## src/verilog/ucr_regs.svh

```systemverilog
// Timing and layout constants of the UART receive clock and data recovery
`ifndef UCR_REGS_SVH
`define UCR_REGS_SVH

// ============================================================
// Oversampling
`define UCR_SPB_NORMAL      5'h10
`define UCR_SPB_DOUBLE      5'h08

// ============================================================
// Majority vote window, first sample number
`define UCR_VOTE_FIRST_NORMAL 5'h08
`define UCR_VOTE_FIRST_DOUBLE 5'h04
`define UCR_VOTE_SPAN         5'h02

// ============================================================
// Character length bounds and reset values
`define UCR_CHAR_MIN        4'h5
`define UCR_CHAR_MAX        4'h9
`define UCR_LINE_IDLE       1'b1
`define UCR_CNT_IDLE        5'h00

`endif

```

## src/verilog/ucr_pkg.sv

```systemverilog
// Types shared by the UART receive recovery modules
`default_nettype none
package ucr_pkg;

  // Receiver frame phases
  typedef enum logic [2:0] {
    UCR_IDLE,
    UCR_START,
    UCR_DATA,
    UCR_PARITY,
    UCR_STOP
  } ucr_state_t;

  // Received character, up to nine bits, upper bits zero
  typedef logic [8:0] ucr_char_t;

  // Sample counter width, holds 0 to 16
  typedef logic [4:0] ucr_cnt_t;

endpackage
`default_nettype wire

```

## src/verilog/ucr_line_if.sv

```systemverilog
// Sampled line and vote carried from the sampler to the recovery engine
`timescale 1ns/1ps
`default_nettype none
interface ucr_line_if;
  logic line;      // Synchronised level, current sample
  logic prev;      // Level of the previous sample tick
  logic vote;      // Majority of the last three samples incl. current

  modport sampler  (output line, prev, vote);
  modport recovery (input  line, prev, vote);
endinterface
`default_nettype wire

```

## src/verilog/ucr_sampler.sv

```systemverilog
// Input synchroniser, sample history and three-sample majority voter
`timescale 1ns/1ps
`default_nettype none
`include "ucr_regs.svh"
module ucr_sampler (
  input  wire logic        ref_clk_i,
  input  wire logic        reset_i,
  input  wire logic        rxd_i,
  input  wire logic        sample_tick_i,
  ucr_line_if.sampler      line_o
);

  logic       sync1_q;
  logic       sync2_q;
  logic [1:0] hist_q;

  // ============================================================
  // Synchroniser: first stage is read only by the second
  always_ff @(posedge ref_clk_i) begin
    if (reset_i) begin
      sync1_q <= `UCR_LINE_IDLE;
      sync2_q <= `UCR_LINE_IDLE;
    end else begin
      sync1_q <= rxd_i;
      sync2_q <= sync1_q;
    end
  end

  // ============================================================
  // Sample history, shifted once per sample tick
  always_ff @(posedge ref_clk_i) begin
    if (reset_i) begin
      hist_q <= {2{`UCR_LINE_IDLE}};
    end else if (sample_tick_i) begin
      hist_q <= {hist_q[0], sync2_q};
    end
  end

  // Majority of two older samples and the one taken now
  function automatic logic majority(input logic a, input logic b, input logic c);
    majority = (a & b) | (a & c) | (b & c);
  endfunction

  assign line_o.line = sync2_q;
  assign line_o.prev = hist_q[0];
  assign line_o.vote = majority(hist_q[1], hist_q[0], sync2_q);

endmodule
`default_nettype wire

```

## src/verilog/ucr_rx_recovery.sv

```systemverilog
// UART receive clock recovery and data recovery engine
// ============================================================
`timescale 1ns/1ps
`default_nettype none
`include "ucr_regs.svh"
module ucr_rx_recovery (
  input  wire logic          ref_clk_i,
  input  wire logic          reset_i,
  input  wire logic          rxd_i,
  input  wire logic          sample_tick_i,
  input  wire logic          rx_enable_i,
  input  wire logic          double_speed_select_i,
  input  wire logic          parity_check_enable_i,
  input  wire logic          parity_odd_i,
  input  wire logic [3:0]    char_bits_i,
  output ucr_pkg::ucr_char_t rx_data_o,
  output logic               parity_error_o,
  output logic               framing_error_flag_o,
  output logic               rx_valid_o,
  output logic               rx_busy_o
);
  import ucr_pkg::*;

  // ============================================================
  // Decode helpers
  // Samples per bit for the selected speed
  function automatic ucr_cnt_t spb_f(input logic dbl);
    spb_f = dbl ? `UCR_SPB_DOUBLE : `UCR_SPB_NORMAL;
  endfunction

  // Number of the last voting sample, the point where the vote is final
  function automatic ucr_cnt_t vote_last_f(input logic dbl);
    ucr_cnt_t first;
    first = dbl ? `UCR_VOTE_FIRST_DOUBLE : `UCR_VOTE_FIRST_NORMAL;
    vote_last_f = ucr_cnt_t'(first + `UCR_VOTE_SPAN);
  endfunction

  // Character length clamped into the supported five to nine bits
  function automatic logic [3:0] char_len_f(input logic [3:0] bits);
    if (bits < `UCR_CHAR_MIN) begin
      char_len_f = `UCR_CHAR_MIN;
    end else if (bits > `UCR_CHAR_MAX) begin
      char_len_f = `UCR_CHAR_MAX;
    end else begin
      char_len_f = bits;
    end
  endfunction

  // ============================================================
  // Sampler instance
  ucr_line_if line_if ();

  ucr_sampler u_sampler (
    .ref_clk_i     (ref_clk_i),
    .reset_i       (reset_i),
    .rxd_i         (rxd_i),
    .sample_tick_i (sample_tick_i),
    .line_o        (line_if.sampler)
  );

  // ============================================================
  // State
  ucr_state_t state_q;
  ucr_cnt_t   cnt_q;
  logic [3:0] bit_idx_q;
  ucr_char_t  data_q;
  logic       par_q;

  ucr_cnt_t   spb;
  ucr_cnt_t   vote_last;
  ucr_cnt_t   cnt_nxt;
  logic [3:0] char_len;
  logic       bit_end;
  logic       vote_now;
  logic       fall_edge;
  logic       frame_done;

  // ============================================================
  // Per-tick timing decode
  always_comb begin
    spb       = spb_f(double_speed_select_i);
    vote_last = vote_last_f(double_speed_select_i);
    char_len  = char_len_f(char_bits_i);
    // Sample number of the tick now arriving; wraps 16->1 or 8->1
    bit_end   = (cnt_q == spb);
    cnt_nxt   = bit_end ? 5'h01 : ucr_cnt_t'(cnt_q + 5'h01);
    vote_now  = sample_tick_i && (cnt_nxt == vote_last);
    // Edge needs a high sample before the low one, so a held break
    // does not retrigger frames back to back
    fall_edge = sample_tick_i && line_if.prev && !line_if.line;
    frame_done = (state_q == UCR_STOP) && vote_now;
  end

  // ============================================================
  // Frame phase and sample counter
  always_ff @(posedge ref_clk_i) begin
    if (reset_i || !rx_enable_i) begin
      // Disabling drops a frame in flight at once
      state_q <= UCR_IDLE;
      cnt_q   <= `UCR_CNT_IDLE;
    end else begin
      case (state_q)
        UCR_IDLE: begin
          cnt_q <= `UCR_CNT_IDLE;
          if (fall_edge) begin
            state_q <= UCR_START;
            cnt_q   <= 5'h01;
          end
        end
        UCR_START: begin
          if (sample_tick_i) begin
            cnt_q <= cnt_nxt;
            if (vote_now && line_if.vote) begin
              state_q <= UCR_IDLE;
              cnt_q   <= `UCR_CNT_IDLE;
            end else if (bit_end) begin
              state_q <= UCR_DATA;
            end
          end
        end
        UCR_DATA: begin
          if (sample_tick_i) begin
            cnt_q <= cnt_nxt;
            if (bit_end && (bit_idx_q == char_len - 4'h1)) begin
              state_q <= parity_check_enable_i ? UCR_PARITY : UCR_STOP;
            end
          end
        end
        UCR_PARITY: begin
          if (sample_tick_i) begin
            cnt_q <= cnt_nxt;
            if (bit_end) begin
              state_q <= UCR_STOP;
            end
          end
        end
        UCR_STOP: begin
          if (sample_tick_i) begin
            cnt_q <= cnt_nxt;
            // Leave at the last voting sample; later stop bits are idle
            if (vote_now) begin
              state_q <= UCR_IDLE;
              cnt_q   <= `UCR_CNT_IDLE;
            end
          end
        end
        default: begin
          state_q <= UCR_IDLE;
          cnt_q   <= `UCR_CNT_IDLE;
        end
      endcase
    end
  end

  // ============================================================
  // Data bit index and character assembly, LSB first
  always_ff @(posedge ref_clk_i) begin
    if (reset_i) begin
      bit_idx_q <= 4'h0;
      data_q    <= '0;
    end else if (state_q == UCR_IDLE) begin
      // Cleared per frame so unused upper bits read as zero
      bit_idx_q <= 4'h0;
      data_q    <= '0;
    end else if (state_q == UCR_DATA && sample_tick_i) begin
      if (vote_now) begin
        data_q[bit_idx_q] <= line_if.vote;
      end
      if (bit_end) begin
        bit_idx_q <= bit_idx_q + 4'h1;
      end
    end
  end

  // ============================================================
  // Parity bit capture
  always_ff @(posedge ref_clk_i) begin
    if (reset_i) begin
      par_q <= 1'b0;
    end else if (state_q == UCR_PARITY && vote_now) begin
      par_q <= line_if.vote;
    end
  end

  // ============================================================
  // Frame hand-off toward the receive buffer
  always_ff @(posedge ref_clk_i) begin
    if (reset_i) begin
      rx_valid_o           <= 1'b0;
      rx_data_o            <= '0;
      parity_error_o       <= 1'b0;
      framing_error_flag_o <= 1'b0;
    end else begin
      rx_valid_o <= rx_enable_i && frame_done;
      if (rx_enable_i && frame_done) begin
        rx_data_o            <= data_q;
        // Stop bit resolved low marks the frame, stored with it
        framing_error_flag_o <= !line_if.vote;
        // Even parity, or odd with parity_odd_i set: xor of data, parity bit and parity_odd_i is zero when good
        parity_error_o       <= parity_check_enable_i &&
                                ((^data_q) ^ par_q ^ parity_odd_i);
      end
    end
  end

  // Busy while a frame is being received
  assign rx_busy_o = (state_q != UCR_IDLE);

endmodule
`default_nettype wire

```

## config.mk

```make
export PLATFORM = sky130hd
export DESIGN_NAME = ucr_rx_recovery
export DESIGN_NICKNAME = d
export VERILOG_FILES = /design/src/verilog/ucr_pkg.sv /design/src/verilog/ucr_line_if.sv /design/src/verilog/ucr_sampler.sv /design/src/verilog/ucr_rx_recovery.sv
export VERILOG_INCLUDE_DIRS = /design/src /design/src/verilog
export SDC_FILE = /design/constraint.sdc
export NUM_CORES = 1
export LEC_CHECK = 0
export BUFFER_PORTS_ARGS = -buffer_cell sky130_fd_sc_hd__buf_2
export CAP_MARGIN = 0
export CORE_ASPECT_RATIO = 0.5
export CORE_MARGIN = 2
export CORE_UTILIZATION = 58
export CTS_CLUSTER_DIAMETER = 80
export DETAILED_ROUTE_END_ITERATION = 16
export PLACE_DENSITY = 0.77
export REMOVE_ABC_BUFFERS = 1
export SLEW_MARGIN = 20
export SYNTH_ARGS = -nofsm -noshare
export SYNTH_HDL_FRONTEND = slang
export SYNTH_SLANG_ARGS = --single-unit
```

## constraint.sdc

```tcl
create_clock -name ref_clk_i -period 2.9 [get_ports ref_clk_i]
set_clock_uncertainty 0.2 [all_clocks]
set_input_delay 0.145 -clock ref_clk_i [delete_from_list [all_inputs] [get_ports ref_clk_i]]
set_output_delay 0.145 -clock ref_clk_i [all_outputs]
set_load 0.02 [all_outputs]
```

## Word-level counts from Yosys, hierarchy flattened

Cells that the tools add are included.
W data, S select, Z words.

- Multiplexer cells: 27
- Add/subtract/negate cells: 4
- Equal/unequal tests: 17
- Magnitude comparators: 4
- Reductions and logical operators: 24
- Bitwise operators: 7

Operators with widths:

| kind | count |
|---|---|
| $mux W5 | 7 |
| $mux W3 | 11 |
| $pmux W5 S4 | 1 |
| $ne A2 B2 Y1 const B | 8 |
| $pmux W3 S5 | 1 |
| $mux W4 | 3 |
| $logic_and A1 B1 Y1 | 11 |
| $eq A5 B5 Y1 | 2 |
| $bwmux W9 | 1 |
| $reduce_and A9 Y1 | 1 |
| $reduce_xor A9 Y1 | 1 |
| $eq A3 B2 Y1 const B | 2 |
| $add A4 B2 Y5 const B | 1 |
| $add A5 B1 Y5 const B | 1 |
| $lt A4 B5 Y1 const B | 1 |
| $add A4 B1 Y4 const B | 1 |
| $demux W1 S4 | 1 |
| $eq A4 B4 Y1 | 1 |
| $ge A4 B1 Y1 const B | 1 |
| $gt A4 B4 Y1 const B | 1 |
| $lt A4 B3 Y1 const B | 1 |
| $reduce_and A2 Y1 | 2 |
| $reduce_or A2 Y1 | 2 |
| $sub A4 B1 Y4 const B | 1 |
| 13 further kinds | 20 |

- Bits in registers: 38
- Output and inout bits: 13

## Logic depth before layout (Yosys ltp)

- Depth after elaboration: 9
- Mapped depth: 9
- Depth with buffers taken out: 9

## Cells and area by module

Synthesis repeated with hierarchy kept, for this count alone.

- Cell total of the unflattened synthesis: 249
- Area total of the unflattened synthesis: 2234.6 µm²

Modules (own cells, without submodules):

| module | instances | seq. area each (µm²) | area each (µm²) | cells each |
|---|---|---|---|---|
| ucr_rx_recovery | 1 | 680.7 | 2102.0 | 238 |
| ucr_sampler | 1 | 80.1 | 132.6 | 11 |

## Worst setup path before layout

OpenSTA, ideal clock, no wires.

- Kind: register to register
- From: register cnt_q[0]
- To: register data_q[3]
- Required time: 2.629 ns
- Path slack: 0.551 ns
- Library setup time: 0.071 ns
- Stages on the path, launching flop included: 9
- Clock period less this slack: 2.349 ns
- Arrival: 2.078 ns
- Path through: dfxtp_1 > ha_1 > xor2_1 > a311oi_2 > mux2i_2 > or2_1 > buf_6 > or3_1 > a21oi_1

- Cells in the longest elaborated chain, start to end: 5

Ends and longest elaborated chain:

| what | line | RTL |
|---|---|---|
| start, declared | ucr_rx_recovery.sv:64 | `ucr_cnt_t cnt_q;` |
| start signal, assigned | ucr_rx_recovery.sv:100 | `` cnt_q <= `UCR_CNT_IDLE; `` |
| start signal, assigned | ucr_rx_recovery.sv:104 | `` cnt_q <= `UCR_CNT_IDLE; `` |
| start signal, assigned | ucr_rx_recovery.sv:112 | `cnt_q <= cnt_nxt;` |
| $add A5 B1 Y5 / $eq A5 B5 Y1 (equally long branches) | ucr_rx_recovery.sv:86, ucr_rx_recovery.sv:85 |  |
| $mux W5 (*) | ucr_rx_recovery.sv:86 | `cnt_nxt = bit_end ? 5'h01 : ucr_cnt_t'(cnt_q + 5'h01);` |
| $eq A5 B5 Y1 (*) | ucr_rx_recovery.sv:87 | `vote_now = sample_tick_i && (cnt_nxt == vote_last);` |
| $logic_and A1 B1 Y1 (*) | ucr_rx_recovery.sv:87 |  |
| $reduce_and A2 Y1 (no source line) (*) | - |  |
| end signal, assigned by index | ucr_rx_recovery.sv:167 | `data_q[bit_idx_q] <= line_if.vote;` |
| end, declared | ucr_rx_recovery.sv:66 | `ucr_char_t data_q;` |

Every way passes the cells marked *; elsewhere a longest branch is shown, timed or not.
A chain may end at the register's enable or synchronous reset.

## Worst setup path after layout

- From: register cnt_q[0]
- To: register cnt_q[0]

- Cells in the longest elaborated chain, start to end: 8

Ends and longest elaborated chain:

| what | line | RTL |
|---|---|---|
| $add A5 B1 Y5 / $eq A5 B5 Y1 (equally long branches) | ucr_rx_recovery.sv:86, ucr_rx_recovery.sv:85 |  |
| $mux W5 (*) | ucr_rx_recovery.sv:86 |  |
| $eq A5 B5 Y1 | ucr_rx_recovery.sv:87 |  |
| $logic_and A1 B1 Y1 | ucr_rx_recovery.sv:87 |  |
| $logic_and A1 B1 Y1 | ucr_rx_recovery.sv:113 | `if (vote_now && line_if.vote) begin` |
| $mux W5 | ucr_rx_recovery.sv:113 |  |
| $mux W5 | ucr_rx_recovery.sv:111 | `if (sample_tick_i) begin` |
| $pmux W5 S4 (*) | ucr_rx_recovery.sv:102 | `case (state_q)` |

Every way passes the cells marked *; elsewhere a longest branch is shown, timed or not. The select of a mux whose other input is x is not followed.

==> summary.md <==
| Metric | Value |
|---|---|
| Via count | `roughly 1,800` |
| HP Class | `in2reg` |
| Register area share after synthesis | `a little over a third` |
| Post-DP HPWL | `3.37 mm` |
| Wire per inst | `14.3 µm` |
| RSZ-0062 raised after global routing | `no` |
| Cell Rows | `15` |
| Slew @ Worst Pin | `about 0.68 ns` |
| Core area | `3510 µm²` |
| Routed WL | `4.65 mm` |
| First-pass GRT wire length | `7.59 mm` |
| Fmax | `approximately 0.38 GHz` |
| Area grow syn2layout | `12.5%` |
| Critical Path RT | `2.85 ns` |
| Worst ir drop on vdd | `slightly below 300 µV` |
| Initial DRC count | `76` |
| Post-synth cell types | `50` |
| GRT overflow | `0` |
| Status | `finished, final reports clean` |
| Avg Vias per Cell | `5.63` |
| Buffers inserted by post-CTS timing repair | `0` |
| Input/output buffers | `24` |
| GRT Overall Usage | `22.7%` |
| Tmin final | `2.66 ns` |
| Longest Clk Path Bufs | `2` |
| ANT cells | `0` |
| Synth async-reset ratio | `0%` |
| Die width | `~90 µm` |
| Clock Sinks | `38` |
| Placed Cells | `317` |
| CTS tree | `done` |
| Total Power | `approximately 0.0010 W` |
| Fill count | `286` |
| Cell area after placement | `2300 µm²` |
| Avg Inst Size Synth | `~8.5 µm²` |
| TritonCTS Buffers | `5` |
| Drt first pass iters | `4` |
| CP Launch Type | `flop` |
| H-tree depth | `2` |
| YS warnings | `0` |
| Starting Density | `approximately 62%` |
| I/O pins | `25` |
| Final ANT Viol Nets | `0` |
| Fin. Hold Viols | `0` |
| Cell Pwr Density | `between 400 and 500 nW/µm²` |
| Final-stage net count | `295` |
| Crit. End Element | `flop` |
| Syn Std Cell Area | `2170 µm²` |
| Final Non-Filler Cells | `326` |
| Leakage power | `0.874 nW` |
| Setup TNS | `0 ns` |
| Finished Cell Area | `2440 µm²` |
| Setup violations, final | `0` |
| Synth Register Bits | `38` |
| Clock latency on the worst-skew pair | `0.28 ns` |
| Number of flops mapped to enable cells by yosys | `0` |
| Relative slew margins | `54.6%` |
| DIE HEIGHT | `47.2 µm` |
| Pin count of the biggest net entering global routing | `21` |
| DRC | `0` |
| Final period util | `91.8%` |
| RD Place Congestion | `~0.87` |
| Worst Setup Path Type | `reg2reg` |
| Fraction of layout cells with a size suffix above 1 | `~16%` |
| Die footprint | `4270 µm²` |
| Initial antenna violation count | `0` |
| Crit Path Max Fanout | `13` |
| Crit path DAT | `2.61 ns` |
| Vias in the first global route | `1,626` |
| Root Buffer | `clkbuf_8` |
| Primary flip-flop cell chosen by synthesis mapping | `dfxtp_1` |
| Max-cap violations | `0` |
| Pins Over Slew Limit | `0` |
| Cells after Synth | `254` |
| Clock transition at path regs | `0.07 ns` |
==> logic make-up (layout without fill, tap and decap cells) <==
group / count (synthesis) / after routing / share of synthesized area, %
AND/OR/NAND/NOR: 104 / 104 / 25.7
AO/OA/AOI/OAI: 41 / 41 / 12.4
flip-flops: 38 / 38 / 35.1
buffers and inverters: 23 / 44 / 4.62
XOR/XNOR: 20 / 20 / 8.08
multiplexers: 19 / 19 / 8.95
adder cells (fa/ha/maj): 9 / 9 / 5.08
==> layout by cell type, fill, tap and decap left out, drive strengths merged, types with 4 or more instances in the layout <==
master and instances:
a21oi 12, buf 25, xor2 6, xnor2 14
nor3 13, or3 5, dfxtp 38, nand2 11
nor2 29, o21ai 11, clkbuf 6, mux2i 19
inv 10, nand3 16, a211o 4, nor2b 9
ha 8
==> routing by layer <==
layer	vias to the layer above	track usage, %	wire (µm)
met1	858	29.5	2270
met2	41	41.1	2120
met5	-	0	0
met4	0	4.92	18
li1	934	-	-
met3	2	4.82	248
==> synth_stat cells, types with 2 or more instances <==
| cell type | count | share of area (%) |
|---|---|---|
| ha_1 | 8 | 4.6 |
| nand3b_1 | 2 | 0.69 |
| mux2i_1 | 18 | 8.3 |
| or2_2 | 2 | 0.58 |
| nor3b_1 | 2 | 0.69 |
| nor2_1 | 29 | 5.0 |
| xnor2_1 | 14 | 5.7 |
| and3_1 | 2 | 0.58 |
| buf_2 | 2 | 0.46 |
| nor3_1 | 12 | 2.8 |
| nand2b_1 | 2 | 0.58 |
| inv_1 | 10 | 1.7 |
| a211o_1 | 4 | 1.6 |
| nor4_1 | 2 | 0.58 |
| a31oi_1 | 3 | 0.87 |
| xor2_1 | 6 | 2.4 |
| a211oi_1 | 2 | 0.69 |
| nand3_1 | 15 | 3.5 |
| a21oi_1 | 12 | 2.8 |
| dfxtp_1 | 38 | 35 |
| or3_1 | 5 | 1.4 |
| o21ai_0 | 10 | 2.3 |
| nor2b_1 | 9 | 2.6 |
| nand2_1 | 11 | 1.9 |
| clkbuf_1 | 8 | 1.4 |
| nand4_1 | 2 | 0.58 |
==> critical path, cell delays in order (launching register included) <==
cell      delay [ns]
dfxtp_1         0.43
ha_1            0.28
xor2_1          0.12
a311oi_2        0.28
mux2i_2         0.16
buf_4           0.20
or2_4           0.31
o21ai_0         0.39
a21boi_0        0.15
==> layout make-up <==
type                            instances  area (µm²)  share of cell area, %
Clock inverter                          1        30.0                   1.23
Sequential cell                        38         761                   31.2
Inverter                               10        37.5                   1.54
Tap cell                               51        63.8                   2.62
Timing Repair Buffer                   27         148                   6.06
Multi-Input combinational cell        193        1320                   54.0
Clock buffer                            6        82.6                   3.39
==> through the flow <==
stage	hold WS, ns	setup slack (ns)	util [%]
after floorplan	0.0141	0.388	-
after global placement	0.126	0.223	65.4
after detailed placement	0.134	0.0835	65.4
after CTS	0.0302	0.0277	69.2
after global routing	0.0557	0.0886	69.4
final	0.0328	0.236	69.4
==> power breakdown <==
group	switching (W)	leakage [nW]	internal, W
combinational	0.0000312	0.510	0.0000244
sequential	0.00000271	0.307	0.000525
clock	0.000179	0.0573	0.000275
==> flip-flops by register name, indices dropped and copies added (netlist names), 2 cells and up <==
signal,cells
data_q,9
rx_data_o,9
cnt_q,5
bit_idx_q,4
state_q,3
u_sampler.hist_q,2
==> repair_timing <==
action                                  CTS  global route
endpoints found under the hold margin     2             0
endpoints found under the setup margin    0            14
hold buffers                              2             0
resized for setup                         0             2
==> final timing paths <==
kind                                         from                     to  slack [ns]  cells past startpoint
worst max-delay path                     cnt_q[0]               cnt_q[0]        0.24                      8
worst min-delay path                      reset_i           rx_data_o[3]        0.03                      2
worst max register to register           cnt_q[0]               cnt_q[0]        0.24                      8
worst min register to register  u_sampler.sync1_q  u_sampler.line_o.line        0.22                      1
No activity file was read; power rests on OpenSTA's default activity.
